[src/common/tpd_consts.svh]
`ifndef TPD_CONSTS_SVH
`define TPD_CONSTS_SVH

`define TPD_ADDR_W          16
`define TPD_DATA_W          4
`define TPD_ADDR_MODE       16'hff10
`define TPD_ADDR_PAUSE      16'hff15
`define TPD_ADDR_DIGIT      16'hff17
`define TPD_ADDR_HOOK       16'hff18
`define TPD_ADDR_IRQ        16'hfff9

`define TPD_MODE_TPS_BIT    3
`define TPD_MODE_DRS_BIT    2
`define TPD_MODE_MB_BIT     1
`define TPD_HOOK_ON_BIT     3
`define TPD_HOOK_RXEN_BIT   1
`define TPD_HOOK_TXEN_BIT   0
`define TPD_IRQ_FLAG_BIT    0
`define TPD_IRQ_BUSY_BIT    1

`define TPD_PAUSE_RESET     4'h8
`define TPD_DIGIT_RESET     4'h0
`define TPD_MAX_CODE        15

`define TPD_OSC_HZ          32768
`define TPD_RATE_SLOW_PPS   10
`define TPD_RATE_FAST_PPS   20
`define TPD_MAKE40_PERMIL   400
`define TPD_MAKE33_PERMIL   333
`define TPD_PERMIL          1000
`define TPD_PAUSE_STEP      3072
`define TPD_MUTE_HOLD_US    4000
`define TPD_US_PER_S        1000000
`define TPD_TIMER_W         16
`endif

[src/common/tpd_pkg.sv]
package tpd_pkg;
  typedef enum logic [2:0] {
    TPD_IDLE,
    TPD_BREAK,
    TPD_MAKE,
    TPD_PAUSE,
    TPD_HOLD
  } tpd_state_e;
  typedef logic [3:0] tpd_nib_t;
endpackage

[src/common/tpd_cnt_if.sv]
interface tpd_cnt_if;
  logic       tick;
  logic       load;
  logic [3:0] loadVal;
  logic       dec;
  logic       zero;
  modport ctl (input tick, output load, output loadVal, output dec, input zero);
  modport cnt (input load, input loadVal, input dec, output zero);
  modport osc (output tick);
endinterface

[src/hdl/tpd_osc_tick.sv]
module tpd_osc_tick
  import tpd_pkg::*;
(
  input  wire logic mclk,
  input  wire logic rst,
  input  wire logic lowSpeedOsc,
  tpd_cnt_if.osc    tk
);
  logic oscPrev_r;
  logic tick_r;

  // one tick per rising edge of the 32 kHz oscillator
  always_ff @(posedge mclk or posedge rst) begin
    if (rst) begin
      oscPrev_r <= 1'b0;
      tick_r    <= 1'b0;
    end else begin
      oscPrev_r <= lowSpeedOsc;
      tick_r    <= lowSpeedOsc & ~oscPrev_r;
    end
  end

  assign tk.tick = tick_r;
endmodule

[src/hdl/tpd_down_counter.sv]
module tpd_down_counter
  import tpd_pkg::*;
#(
  parameter int CNT_W = 4
) (
  input  wire logic mclk,
  input  wire logic rst,
  tpd_cnt_if.cnt    c
);
  // refused at elaboration: the counter is preset straight from the digit
  if (CNT_W != $bits(tpd_nib_t)) begin
    $error("down counter must match the 4-bit digit code");
  end

  logic [CNT_W-1:0] count_r;

  // load wins over a decrement in the same cycle
  always_ff @(posedge mclk or posedge rst) begin
    if (rst) begin
      count_r <= '0;
    end else if (c.load) begin
      count_r <= c.loadVal;
    end else if (c.dec && count_r != '0) begin
      count_r <= count_r - 1'b1;
    end
  end

  assign c.zero = (count_r == '0);
endmodule

[src/hdl/tpd_pulse_dialer.sv]
`include "tpd_consts.svh"
module tpd_pulse_dialer
  import tpd_pkg::*;
#(
  parameter int OSC_HZ     = `TPD_OSC_HZ,
  parameter int PAUSE_STEP = `TPD_PAUSE_STEP
) (
  input  wire logic                    mclk,
  input  wire logic                    rst,
  input  wire logic                    lowSpeedOsc,
  input  wire logic [`TPD_ADDR_W-1:0]  addr,
  input  wire logic [`TPD_DATA_W-1:0]  wrData,
  input  wire logic                    wrStb,
  input  wire logic                    rdStb,
  output logic      [`TPD_DATA_W-1:0]  rdData,
  output logic                         dialPulseOutN,
  output logic                         receiveMuteN,
  output logic                         transmitMuteN,
  output logic                         dialIrq
);
  localparam int TW = `TPD_TIMER_W;
  localparam int SLOW_PER  = OSC_HZ / `TPD_RATE_SLOW_PPS;
  localparam int FAST_PER  = OSC_HZ / `TPD_RATE_FAST_PPS;
  localparam int SLOW_M40  = OSC_HZ * `TPD_MAKE40_PERMIL / (`TPD_PERMIL * `TPD_RATE_SLOW_PPS);
  localparam int SLOW_M33  = OSC_HZ * `TPD_MAKE33_PERMIL / (`TPD_PERMIL * `TPD_RATE_SLOW_PPS);
  localparam int FAST_M40  = OSC_HZ * `TPD_MAKE40_PERMIL / (`TPD_PERMIL * `TPD_RATE_FAST_PPS);
  localparam int FAST_M33  = OSC_HZ * `TPD_MAKE33_PERMIL / (`TPD_PERMIL * `TPD_RATE_FAST_PPS);
  // least time: round up to whole ticks
  localparam int HOLD_TK   = (`TPD_MUTE_HOLD_US * OSC_HZ + `TPD_US_PER_S - 1) / `TPD_US_PER_S;
  localparam int MAX_CODE  = `TPD_MAX_CODE;

  // refused at elaboration: the timer must hold the longest pause and period
  if (PAUSE_STEP < 1 || PAUSE_STEP * MAX_CODE >= (1 << TW)) begin
    $error("pause step does not fit the timer");
  end
  if (SLOW_PER >= (1 << TW) || FAST_M33 < 2 || HOLD_TK < 1) begin
    $error("oscillator rate unsupported");
  end

  localparam logic [TW-1:0] S_MAKE40 = TW'(SLOW_M40 - 1);
  localparam logic [TW-1:0] S_MAKE33 = TW'(SLOW_M33 - 1);
  localparam logic [TW-1:0] F_MAKE40 = TW'(FAST_M40 - 1);
  localparam logic [TW-1:0] F_MAKE33 = TW'(FAST_M33 - 1);
  localparam logic [TW-1:0] S_BRK40  = TW'(SLOW_PER - SLOW_M40 - 1);
  localparam logic [TW-1:0] S_BRK33  = TW'(SLOW_PER - SLOW_M33 - 1);
  localparam logic [TW-1:0] F_BRK40  = TW'(FAST_PER - FAST_M40 - 1);
  localparam logic [TW-1:0] F_BRK33  = TW'(FAST_PER - FAST_M33 - 1);
  localparam logic [TW-1:0] HOLD_LD  = TW'(HOLD_TK - 1);
  localparam logic [TW-1:0] STEP     = TW'(PAUSE_STEP);

  tpd_cnt_if cif ();

  tpd_osc_tick u_tick (
    .mclk        (mclk),
    .rst         (rst),
    .lowSpeedOsc (lowSpeedOsc),
    .tk          (cif.osc)
  );

  tpd_down_counter #(.CNT_W(`TPD_DATA_W)) u_cnt (
    .mclk (mclk),
    .rst  (rst),
    .c    (cif.cnt)
  );

  // register file
  logic     pulseMode_r;
  logic     rateFast_r;
  logic     ratio33_r;
  tpd_nib_t pauseCode_r;
  tpd_nib_t digitCode_r;
  logic     hookOn_r;
  logic     rxEn_r;
  logic     txEn_r;
  logic     irqFlag_r;

  logic wrMode;
  logic wrPause;
  logic wrDigit;
  logic wrHook;
  logic wrIrq;
  assign wrMode  = wrStb && addr == `TPD_ADDR_MODE;
  assign wrPause = wrStb && addr == `TPD_ADDR_PAUSE;
  assign wrDigit = wrStb && addr == `TPD_ADDR_DIGIT;
  assign wrHook  = wrStb && addr == `TPD_ADDR_HOOK;
  assign wrIrq   = wrStb && addr == `TPD_ADDR_IRQ;

  always_ff @(posedge mclk or posedge rst) begin
    if (rst) begin
      pulseMode_r <= 1'b0;
      rateFast_r  <= 1'b0;
      ratio33_r   <= 1'b0;
    end else if (wrMode) begin
      pulseMode_r <= wrData[`TPD_MODE_TPS_BIT];
      rateFast_r  <= wrData[`TPD_MODE_DRS_BIT];
      ratio33_r   <= wrData[`TPD_MODE_MB_BIT];
    end
  end

  always_ff @(posedge mclk or posedge rst) begin
    if (rst) begin
      pauseCode_r <= `TPD_PAUSE_RESET;
    end else if (wrPause) begin
      pauseCode_r <= wrData;
    end
  end

  always_ff @(posedge mclk or posedge rst) begin
    if (rst) begin
      digitCode_r <= `TPD_DIGIT_RESET;
    end else if (wrDigit) begin
      digitCode_r <= wrData;
    end
  end

  always_ff @(posedge mclk or posedge rst) begin
    if (rst) begin
      hookOn_r <= 1'b0;
      rxEn_r   <= 1'b0;
      txEn_r   <= 1'b0;
    end else if (wrHook) begin
      hookOn_r <= wrData[`TPD_HOOK_ON_BIT];
      rxEn_r   <= wrData[`TPD_HOOK_RXEN_BIT];
      txEn_r   <= wrData[`TPD_HOOK_TXEN_BIT];
    end
  end

  // dialing sequencer
  tpd_state_e      state_r;
  tpd_state_e      state_nxt;
  logic [TW-1:0]   timer_r;
  logic [TW-1:0]   timer_nxt;
  logic            timerLoad;
  logic            expire;
  logic            start;
  logic            pauseDone;
  logic [TW-1:0]   breakLd;
  logic [TW-1:0]   makeLd;
  logic [TW-1:0]   pauseLd;

  // in tone mode the digit write is only stored in the digit register, so nothing starts here
  assign start     = wrDigit && pulseMode_r && hookOn_r;
  assign expire    = cif.tick && timer_r == '0;
  assign pauseDone = state_r == TPD_PAUSE && expire;
  assign breakLd   = rateFast_r ? (ratio33_r ? F_BRK33 : F_BRK40)
                                : (ratio33_r ? S_BRK33 : S_BRK40);
  assign makeLd    = rateFast_r ? (ratio33_r ? F_MAKE33 : F_MAKE40)
                                : (ratio33_r ? S_MAKE33 : S_MAKE40);
  assign pauseLd   = TW'(pauseCode_r * STEP) - 1'b1;

  always_comb begin
    state_nxt = state_r;
    timer_nxt = timer_r;
    timerLoad = 1'b0;
    if (!hookOn_r) begin
      // going on-hook abandons any digit in flight
      state_nxt = TPD_IDLE;
    end else if (start) begin
      state_nxt = TPD_BREAK;
      timer_nxt = breakLd;
      timerLoad = 1'b1;
    end else if (expire) begin
      timerLoad = 1'b1;
      unique case (state_r)
        TPD_IDLE: begin
          timerLoad = 1'b0;
        end
        TPD_BREAK: begin
          state_nxt = TPD_MAKE;
          timer_nxt = makeLd;
        end
        TPD_MAKE: begin
          if (cif.zero) begin
            state_nxt = TPD_PAUSE;
            timer_nxt = pauseLd;
          end else begin
            state_nxt = TPD_BREAK;
            timer_nxt = breakLd;
          end
        end
        TPD_PAUSE: begin
          state_nxt = TPD_HOLD;
          timer_nxt = HOLD_LD;
        end
        TPD_HOLD: begin
          state_nxt = TPD_IDLE;
          timerLoad = 1'b0;
        end
      endcase
    end
  end

  always_ff @(posedge mclk or posedge rst) begin
    if (rst) begin
      state_r <= TPD_IDLE;
    end else begin
      state_r <= state_nxt;
    end
  end

  always_ff @(posedge mclk or posedge rst) begin
    if (rst) begin
      timer_r <= '0;
    end else if (timerLoad) begin
      timer_r <= timer_nxt;
    end else if (cif.tick && timer_r != '0) begin
      timer_r <= timer_r - 1'b1;
    end
  end

  // counter is preset on start, stepped at the end of each break
  assign cif.load    = start;
  assign cif.loadVal = wrData;
  assign cif.dec     = state_r == TPD_BREAK && expire && hookOn_r && !start;

  // flag: hardware set wins over a software clear in the same cycle
  always_ff @(posedge mclk or posedge rst) begin
    if (rst) begin
      irqFlag_r <= 1'b0;
    end else if (pauseDone && hookOn_r && !start) begin
      irqFlag_r <= 1'b1;
    end else if (wrIrq && wrData[`TPD_IRQ_FLAG_BIT]) begin
      irqFlag_r <= 1'b0;
    end
  end

  // pins, all straight from flops
  logic muteNxt;
  assign muteNxt = state_nxt != TPD_IDLE;

  always_ff @(posedge mclk or posedge rst) begin
    if (rst) begin
      dialPulseOutN <= 1'b0;
      receiveMuteN  <= 1'b1;
      transmitMuteN <= 1'b1;
      dialIrq       <= 1'b0;
    end else begin
      dialPulseOutN <= hookOn_r && state_nxt != TPD_BREAK;
      receiveMuteN  <= !(muteNxt && rxEn_r);
      transmitMuteN <= !(muteNxt && txEn_r);
      dialIrq       <= irqFlag_r;
    end
  end

  // read port: data stand in the cycle after the strobe
  always_ff @(posedge mclk or posedge rst) begin
    if (rst) begin
      rdData <= '0;
    end else if (rdStb) begin
      unique case (addr)
        `TPD_ADDR_MODE:  rdData <= {pulseMode_r, rateFast_r, ratio33_r, 1'b0};
        `TPD_ADDR_PAUSE: rdData <= pauseCode_r;
        `TPD_ADDR_DIGIT: rdData <= digitCode_r;
        `TPD_ADDR_HOOK:  rdData <= {hookOn_r, 1'b0, rxEn_r, txEn_r};
        `TPD_ADDR_IRQ:   rdData <= {2'b00, state_r != TPD_IDLE, irqFlag_r};
        default:         rdData <= '0;
      endcase
    end else begin
      rdData <= '0;
    end
  end

  // helper: break count within one digit
  logic [4:0] breaks_r;
  always_ff @(posedge mclk or posedge rst) begin
    if (rst) begin
      breaks_r <= '0;
    end else if (start) begin
      breaks_r <= '0;
    end else if (state_r == TPD_BREAK && state_nxt == TPD_MAKE) begin
      breaks_r <= breaks_r + 1'b1;
    end
  end
endmodule

[config.mk]
export PLATFORM = sky130hd
export DESIGN_NAME = tpd_pulse_dialer
export DESIGN_NICKNAME = d
export VERILOG_FILES = /design/src/common/tpd_pkg.sv /design/src/common/tpd_cnt_if.sv /design/src/hdl/tpd_osc_tick.sv /design/src/hdl/tpd_down_counter.sv /design/src/hdl/tpd_pulse_dialer.sv
export VERILOG_INCLUDE_DIRS = /design/src /design/src/common
export SDC_FILE = /design/constraint.sdc
export NUM_CORES = 1
export LEC_CHECK = 0
export BUFFER_PORTS_ARGS = -buffer_cell sky130_fd_sc_hd__buf_2
export CORE_UTILIZATION = 48
export CTS_CLUSTER_DIAMETER = 150
export DETAILED_ROUTE_END_ITERATION = 10
export PLACE_DENSITY = 0.67
export SETUP_SLACK_MARGIN = 0.2
export SLEW_MARGIN = 20
export SYNTH_ARGS = -nofsm -noshare
export SYNTH_HDL_FRONTEND = slang
export SYNTH_HIERARCHICAL = 1
export SYNTH_SLANG_ARGS = --single-unit
[constraint.sdc]
create_clock -name mclk -period 3.8 [get_ports mclk]
set_input_delay 0.57 -clock mclk [delete_from_list [all_inputs] [get_ports mclk]]
set_output_delay 0.57 -clock mclk [all_outputs]
set_load 0.1 [all_outputs]
==> results_dict.tcl, run 1 <==
set metrics [dict create \
    status "finished clean" \
    worst_pin_slew_ns 0.921 \
    power-per-cell-area_nw_per_um2 331 \
    r2r_cells 10 \
    max-clock-path-buffers 2 \
    clock_sinks 48 \
    drt_first_iter_violations 179 \
    setup_tns_ns 0 \
    routedWlPerCell_um 17.2 \
    rsz0062_at_grt "no" \
    fmaxAchievable_mhz 302 \
    dieArea_um2 7510 \
    irDropWorstVdd_uv 156 \
    grt_max_degree 25 \
    skew_ns 0.0116 \
    timing.rr.start "timer_r[0]" \
    leakage_nw 1.65 \
    post_cts_buffers 0 \
    antenna_found_initial 0 \
    synth.area.top_cells "dfrtp_1, mux2_2, ha_1" \
    layout.nets 461 \
    place_ws_ns 0.385 \
    dp_hpwl_um 6580 \
    relSlewSlack_pct 38.1 \
    period_needed_ns 3.31 \
    synthFlopType "dfrtp_1" \
    stdcell_count 518 \
    dp.cells 510 \
    gr-total-overflow 0 \
    crit_fanout 10 \
    ioPinCount 33 \
    ys_types 69 \
    maxSlewViolCount 0 \
    grt_pass1_wl_um 15000 \
    fin_area_um2 3790 \
    yosysSeqAreaShare_pct 35.0 \
    grt_pass1_vias 3071 \
    layout_commonest_cell "dfrtp_1" \
    ant_nets 0 \
    start_util_pct 50.1 \
    start_kind "flip-flop" \
    clock_latency_ns 0.30 \
    synth_top_area_share_pct 32.7 \
    ys_warn_count 6 \
    core_um2 6870 \
    timing.final.ws_setup_ns 0.491 \
    placed_area_um2 3650 \
    crit_type "reg2reg" \
    hp-class "in2async" \
    avgSynthCellArea_um2 8.65 \
    synthArstFlopShare_pct 100 \
    synth_edf_count 0 \
    cts-root-buf "clkbuf_8" \
    vias 3172 \
    avgViaCountPerCell 6.12 \
    dr.pass1.iters 5 \
    drive_gt1_share_pct 18.2 \
    cts.repair.resized 0 \
    arrival_ns 3.49 \
    synth_area_leader_cell "dfrtp_1" \
    power_mw 1.25 \
    hold_viol 0 \
    r2r-end "u_cnt/count_r[3]" \
    fin_crit_sh_pct 87.1 \
    num_rows 30 \
    cts_max_level 2 \
    cts_tree "yes" \
    final_cell_mix "dfrtp_1, a21oi_1, buf_2" \
    cts_buffers 5 \
    cts.clk_slew.worst_paths_ns 0.09 \
    area_delta_synth_final_pct 10.0 \
    syn_inst 398 \
    die_x_um 86.7 \
    r2r_setup_slack_ns 0.49 \
    drv_cap 0 \
    grt_use_total_pct 25.9 \
    drc_errors 0 \
    diodes 0 \
    cts_hold_buffers 0 \
    die_y_um 86.7 \
    port_buffers 32 \
    synth_nets 438 \
    syn_area_um2 3440 \
    setup_violations 0 \
    ys_ff_latch 48 \
    routed_wl_um 8920 \
    crit_path_end_kind "flip-flop" \
    place.gp.congestion 0.927 \
    worst-endpoint-required_ns 3.98 \
]
[registers in the layout (all words and copies together) (netlist names), 3 cells and up]
register / cells
u_cnt/count_r: 4
pauseCode_r: 4
timer_r: 16
state_r: 3
rdData: 4
digitCode_r: 4
[final cells by class]
| type | instances | area [µm²] |
|---|---|---|
| flip-flops and latches | 48 | 1200 |
| multi-input cells | 311 | 2070 |
| fillers | 635 | 3080 |
| clock buffers | 6 | 72.6 |
| clock inverters | 2 | 60.1 |
| well taps | 96 | 120 |
| repair buffers | 36 | 190 |
| inverters | 19 | 71.3 |
[power by group]
part	internal, mW	leakage, nW	total [mW]	switching (mW)
Sequential	0.557	0.624	0.617	0.0597
Clock	0.263	0.0654	0.437	0.174
Combinational	0.0865	0.957	0.198	0.111
Total	0.906	1.65	1.25	0.345
[per-stage QoR]
step,hold slack [ns],utilization (%)
floorplan,0.311,-
global placement,0.409,53.1
detailed placement,0.412,53.1
CTS,0.127,55.0
global route,0.136,55.1
finish,0.135,55.1
[per-layer routing]
metal,global-route usage [%],part of all wire [%],wire length [µm],vias to the layer above
li1,-,-,-,1505
met1,34.2,45,3990,1522
met2,41.9,47,4150,123
met3,4.57,6.0,534,22
met4,10.8,2.7,237,0
met5,0,0,0,-
[kinds of logic (layout without fill, tap and decap cells)]
group / Yosys count / in the layout / synth area share, %
AO/OA/AOI/OAI: 112 / 112 / 20.5
XOR/XNOR: 6 / 6 / 1.53
adder cells (fa/ha/maj): 15 / 15 / 5.67
buffers and inverters: 39 / 63 / 5.05
flip-flops: 48 / 48 / 35.0
multiplexers: 20 / 20 / 6.40
AND/OR/NAND/NOR: 158 / 158 / 25.8
[synthesized netlist by cell type (all sizes together) (10+ instances only)]
cell type and instances:
a21oi 33, nand3 10, nor3 21, clkbuf 12, nand2 31, mux2 16, or3 10, o21ai 31
dfrtp 45, ha 14, nor2 29, inv 19
[worst max-delay path: stages, from the launching register on]
cell     delay (ns)
dfrtp_1        0.43
inv_1          0.13
ha_1           0.16
or4b_1         0.55
or4_4          0.64
nor2_1         0.17
nand3_1        0.13
nor3_2         0.33
nor4b_2        0.31
nor3b_1        0.08
a221o_1        0.26
[worst max-delay path by stage]
stage | startpoint | to | slack, ns
floorplan | timer_r[0] | u_cnt/count_r[3] | 0.68
global placement | timer_r[0] | u_cnt/count_r[3] | 0.51
detailed placement | timer_r[0] | u_cnt/count_r[3] | 0.38
CTS | timer_r[0] | u_cnt/count_r[3] | 0.36
global route | timer_r[0] | u_cnt/count_r[3] | 0.30
finish | timer_r[0] | u_cnt/count_r[3] | 0.49
(Power assumes the default switching activity.)
==> inputs of run 2 (changes only) <==
- RECOVER_POWER: not set -> 100
==> run 2 against run 1 <==
Effect of this change:
- worst setup slack got worse by 0.071 ns
- non-clock buffer count did not move
- critical path depth did not move
- fmax fell by 2.1%
- global-route usage did not move
- core utilization fell by 0.40 points
- first-iteration DRC count rose by 8.4%
==> results_dict.tcl, run 2 (synthesis results as in run 1) <==
set metrics [dict create \
    antenna_found_initial 0 \
    port_buffers 32 \
    clock_latency_ns 0.30 \
    crit_type "reg2reg" \
    cts_hold_buffers 0 \
    power_mw 1.25 \
    fin_crit_sh_pct 88.9 \
    drt_first_iter_violations 194 \
    setup_tns_ns 0 \
    hp-class "in2async" \
    cts_tree "yes" \
    place_ws_ns 0.385 \
    avgViaCountPerCell 6.18 \
    drc_errors 0 \
    final_util_pct 54.7 \
    ioPinCount 33 \
    fmaxAchievable_mhz 296 \
    cts.repair.resized 0 \
    skew_ns 0.00916 \
    relSlewSlack_pct 20.9 \
    worst-endpoint-required_ns 3.98 \
    clock_sinks 48 \
    vias 3201 \
    place.gp.congestion 0.927 \
    layout_commonest_cell "dfrtp_1" \
    combPwrFrac_pct 15.7 \
    diodes 0 \
    worst_hold_slack_ns 0.132 \
    crit_fanout 10 \
    post_cts_buffers 0 \
    irDropWorstVdd_uv 154 \
    drive_gt1_share_pct 15.4 \
    power-per-cell-area_nw_per_um2 333 \
    start_kind "flip-flop" \
    dr.pass1.iters 4 \
    ant_nets 0 \
    period_needed_ns 3.38 \
    dieArea_um2 7510 \
    hold_viol 0 \
    switching_share_pct 27.6 \
    grt_pass1_vias 3071 \
    core_um2 6870 \
    timing.final.ws_setup_ns 0.420 \
    cts_max_level 2 \
    start_util_pct 50.1 \
    maxSlewViolCount 0 \
    largest_reg_flops 16 \
    routedWlPerCell_um 17.4 \
    grt_max_degree 25 \
    setup_violations 0 \
    switching_power_mw 0.346 \
    final_cell_mix "dfrtp_1, a21oi_1, nand2_1" \
    gr-total-overflow 0 \
    num_rows 30 \
    rsz0062_at_grt "no" \
    layout.nets 461 \
    die_x_um 86.7 \
    drv_cap 0 \
    cts.clk_slew.worst_paths_ns 0.09 \
    crit_path_end_kind "flip-flop" \
    dp_hpwl_um 6580 \
    cts-root-buf "clkbuf_8" \
    status "finished clean" \
    grt_use_total_pct 25.9 \
    die_y_um 86.7 \
    largest-register "timer_r" \
    routed_wl_um 9030 \
    cts_buffers 5 \
    area_delta_synth_final_pct 9.24 \
    leakage_nw 1.61 \
    seq_power_share_pct 49.5 \
    max-clock-path-buffers 2 \
    internal_power_mw 0.905 \
    grt_pass1_wl_um 15000 \
    arrival_ns 3.56 \
    clkPwrFrac_pct 34.8 \
    worst_pin_slew_ns 1.19 \
]
[run 2: cell types whose count changed in the layout (fill, tap and decap cells not counted), moves of 5 or more]
cell / before / now
clkbuf_1: 1 / 12
o21ai_1: 10 / 5
buf_2: 32 / 22
o21ai_0: 21 / 26
[run 2: per-layer routing]
metal  share of wire, %  up-vias  track usage, %
li1                   -     1512               -
met1                 45     1527            34.2
met2                 45      144            41.9
met3                6.6       18            4.57
met4                2.6        0            10.8
met5                  0        -               0
[run 2: final cells by class]
class                      count  area [µm²]
sequential                    48        1200
fill                         648        3110
inverter                      19        71.3
clock inverter                 2        60.1
multi-input combinational    311        2060
clock buffer                   6        72.6
tap                           96         120
timing repair buffer          36         174
[run 2: path summary, 6_finish.rpt]
| path | start | endpoint | slack (ns) | cells after the start |
|---|---|---|---|---|
| max | timer_r[0] | u_cnt/count_r[3] | 0.42 | 10 |
| min | rst | u_tick/tk.tick | 0.13 | 2 |
| max reg2reg | timer_r[0] | u_cnt/count_r[3] | 0.42 | 10 |
| min reg2reg | rxEn_r | receiveMuteN | 0.43 | 1 |
| max in group asynchronous | rst | ratio33_r | 2.07 | 3 |
| min in group mclk | lowSpeedOsc | u_tick/oscPrev_r | 0.40 | 1 |
[run 2: worst max-delay path: stages (launching register included)]
cell     delay [ns]
dfrtp_1        0.43
inv_1          0.13
ha_1           0.15
or4b_1         0.54
or4_4          0.63
nor2_1         0.17
nand3_1        0.13
nor3_2         0.33
nor4b_1        0.39
nor3b_1        0.09
a221o_1        0.27
[run 2: power by group through the flow]
stage | Combinational, mW | Sequential [mW] | Clock [mW]
after global routing | 0.227 | 0.625 | 0.466
final | 0.197 | 0.619 | 0.435
after detailed placement | 0.196 | 0.625 | 0
after global placement | 0.191 | 0.621 | 0
after CTS | 0.197 | 0.615 | 0.449
after floorplan | 0.151 | 0.608 | 0
[run 2: metrics by stage]
stage               cell area (µm²)  cells
global route                   3760    518
floorplan                      3440    398
finish                         3760    518
global placement               3650    510
detailed placement             3650    510
CTS                            3780    518
==> inputs of run 3 (changes only) <==
- ABC_AREA: not set -> 1
==> run 3 against run 2 <==
Effect of this change:
- the run now ends with max-capacitance violations, max-slew violations left
- clock-buffer cell count fell by 1
- synthesized cell count rose by 32%
- clock skew fell by 0.0024 ns
- design area rose by 1.3%
- worst setup slack improved by 0.67 ns
- register-to-register slack improved by 1.2 ns
- first-iteration DRC count rose by 68%
- power rose by 26%
- die area rose by 2.3%
- sequential share of layout area fell by 0.42 points
- highest routed layer unchanged
==> results_dict.tcl, run 3 <==
set metrics [dict create \
    num_rows 30 \
    max_stage_delay_ns 0.53 \
    irDropWorstVdd_uv 192 \
    stdcell_count 654 \
    cp.buffers_inverters 3 \
    max-clock-path-buffers 2 \
    area_delta_synth_final_pct 8.13 \
    antenna_found_initial 0 \
    maxSlewViolCount 43 \
    synthArstFlopShare_pct 100 \
    worst_pin_slew_ns 2.34 \
    dp.cells 646 \
    ys_ff_latch 48 \
    cts_max_level 2 \
    avgSynthCellArea_um2 6.72 \
    grt_pass1_wl_um 14400 \
    grt_pass1_vias 3158 \
    start_kind "primary input" \
    synth_common_cells "nand2_1, inv_1, nor2_1" \
    avgViaCountPerCell 5.08 \
    port_buffers 32 \
    drc_errors 0 \
    dr.pass1.iters 4 \
    syn_inst 524 \
    synth_edf_count 0 \
    arrival_ns 2.96 \
    final_cell_mix "nand2_1, inv_1, nor2_1" \
    cts_hold_buffers 0 \
    post_cts_buffers 0 \
    fmaxAchievable_mhz 370 \
    crit_fanout 19 \
    failed_checks "max-capacitance violations, max-slew violations" \
    cts-root-buf "clkbuf_8" \
    setup_violations 0 \
    grt_use_total_pct 24.2 \
    dieArea_um2 7680 \
    skew_ns 0.00678 \
    timing.final.ws_setup_ns 1.09 \
    synth_area_leader_cell "dfrtp_1" \
    yosysMostFrequentCell "nand2_1" \
    rsz0062_at_grt "no" \
    clock_latency_ns 0.31 \
    relSlewSlack_pct -56.0 \
    layout_commonest_cell "nand2_1" \
    place_ws_ns 1.44 \
    hold_viol 0 \
    die_y_um 87.7 \
    cts_tree "yes" \
    drv_cap 1 \
    critPathTopFamily "simple AND/OR/NAND/NOR gates" \
    synth.area.top_cells "dfrtp_1, nand2_1, inv_1" \
    hp-class "in2async" \
    die_x_um 87.7 \
    largest-register "timer_r" \
    power-per-cell-area_nw_per_um2 413 \
    cts_buffers 5 \
    leakage_nw 2.04 \
    synth_top_area_share_pct 32.0 \
    ant_nets 0 \
    routedWlPerCell_um 12.7 \
    place.gp.congestion 0.862 \
    grt_max_degree 43 \
    period_needed_ns 2.71 \
    synth_nets 564 \
    diodes 0 \
    start_util_pct 50.7 \
    largest_reg_flops 16 \
    crit_path_end_kind "flip-flop" \
    cts.clk_slew.worst_paths_ns 0.09 \
    nFillCells 734 \
    ys_types 34 \
    critPathSlowestCell "nand3_1" \
    gr-total-overflow 0 \
    crit_type "in2reg" \
    routed_wl_um 8280 \
    cts.repair.resized 0 \
    yosysSeqAreaShare_pct 34.2 \
    fin_crit_sh_pct 71.2 \
    dp_hpwl_um 6350 \
    syn_area_um2 3520 \
    drive_gt1_share_pct 9.50 \
    ys_warn_count 6 \
    worstPathCellList "buf_2 > inv_1 > nand2_1 > nor2_1 > nand2_2 > nor2_1 > nand3_1 > nand3_1 > nand2_4 > inv_2 > nand3_1 > nand2_1" \
    layout.nets 597 \
    synthFlopType "dfrtp_1" \
    vias 3320 \
    cpMostUsedCell "nand3_1" \
    status "complete, but fails checks" \
    setup_tns_ns 0 \
    worst-endpoint-required_ns 4.06 \
    ioPinCount 33 \
    clock_sinks 48 \
    drt_first_iter_violations 325 \
    core_um2 6940 \
]
-- run 3: changes by cell type in the layout (fill, tap and decap cells not counted), sizes merged, moves of 9 or more --
cell,before,now
o21ai,31,40
nand3,10,45
nand2,31,194
a21oi,33,12
mux2,16,0
nor2b,9,0
inv,18,67
or3,10,0
nor2,29,58
nor3,21,7
-- run 3: cell families (layout without fill, tap and decap cells) --
family | Yosys count | count (layout) | share of synthesized area, %
AOI/OAI and AO/OA | 55 | 55 | 7.99
xor gates and xnor gates | 11 | 11 | 2.74
adders and majority gates | 15 | 15 | 5.54
buffers and inverters | 77 | 111 | 9.24
DFF | 48 | 48 | 34.2
and+or+nand+nor | 318 | 318 | 40.3
-- run 3: metal layers --
| metal | share of wire, % | GRT usage, % | wire length, µm |
|---|---|---|---|
| met5 | 0 | 0 | 0 |
| met4 | 1.3 | 6.26 | 106 |
| met3 | 4.3 | 3.49 | 357 |
| met2 | 45 | 39.7 | 3730 |
| met1 | 49 | 33.6 | 4090 |
-- run 3: worst paths after layout --
path                             startpoint               end  slack [ns]  cells after the start
max in group asynchronous               rst         rdData[1]        1.35                      3
hold reg to reg            u_tick/oscPrev_r    u_tick/tk.tick        0.41                      1
setup reg to reg                   hookOn_r       timer_r[11]        1.60                      8
hold / removal                          rst  u_tick/oscPrev_r        0.10                      2
setup / recovery                    addr[5]       timer_r[11]        1.09                     12
min in group mclk               lowSpeedOsc  u_tick/oscPrev_r        0.37                      1
-- run 3: cell type report --
type                            instances  area, µm²  area share (%)
Timing Repair Buffer                   33        151            3.98
Inverter                               70        263            6.90
Clock inverter                          3       42.5            1.12
Tap cell                               96        120            3.15
Multi-Input combinational cell        399       1960            51.4
Sequential cell                        48       1200            31.6
Clock buffer                            5       68.8            1.81
-- run 3: power by group --
part	internal, mW	total (mW)	leakage, nW	switching, mW
Sequential	0.584	0.669	0.640	0.0854
Combinational	0.202	0.525	1.34	0.324
Clock	0.195	0.378	0.0541	0.183
-- run 3: worst reg2reg max path: cells and delay by family, from the launching register on --
family	cells	cell delay, ns
buffers and inverters	2	0.36
flip-flops	1	0.58
AND/OR/NAND/NOR	6	1.21
-- run 3: through the flow --
step | instance area, µm² | util (%) | hold slack (ns) | power, mW
2_1_floorplan | 3520 | - | 0.311 | 1.08
3_3_place_gp | 3750 | 54.0 | 0.394 | 1.20
3_5_place_dp | 3750 | 54.0 | 0.397 | 1.20
4_1_cts | 3860 | 55.6 | 0.114 | 1.58
5_1_grt | 3810 | 54.8 | 0.113 | 1.69
6_report | 3810 | 54.8 | 0.104 | 1.57
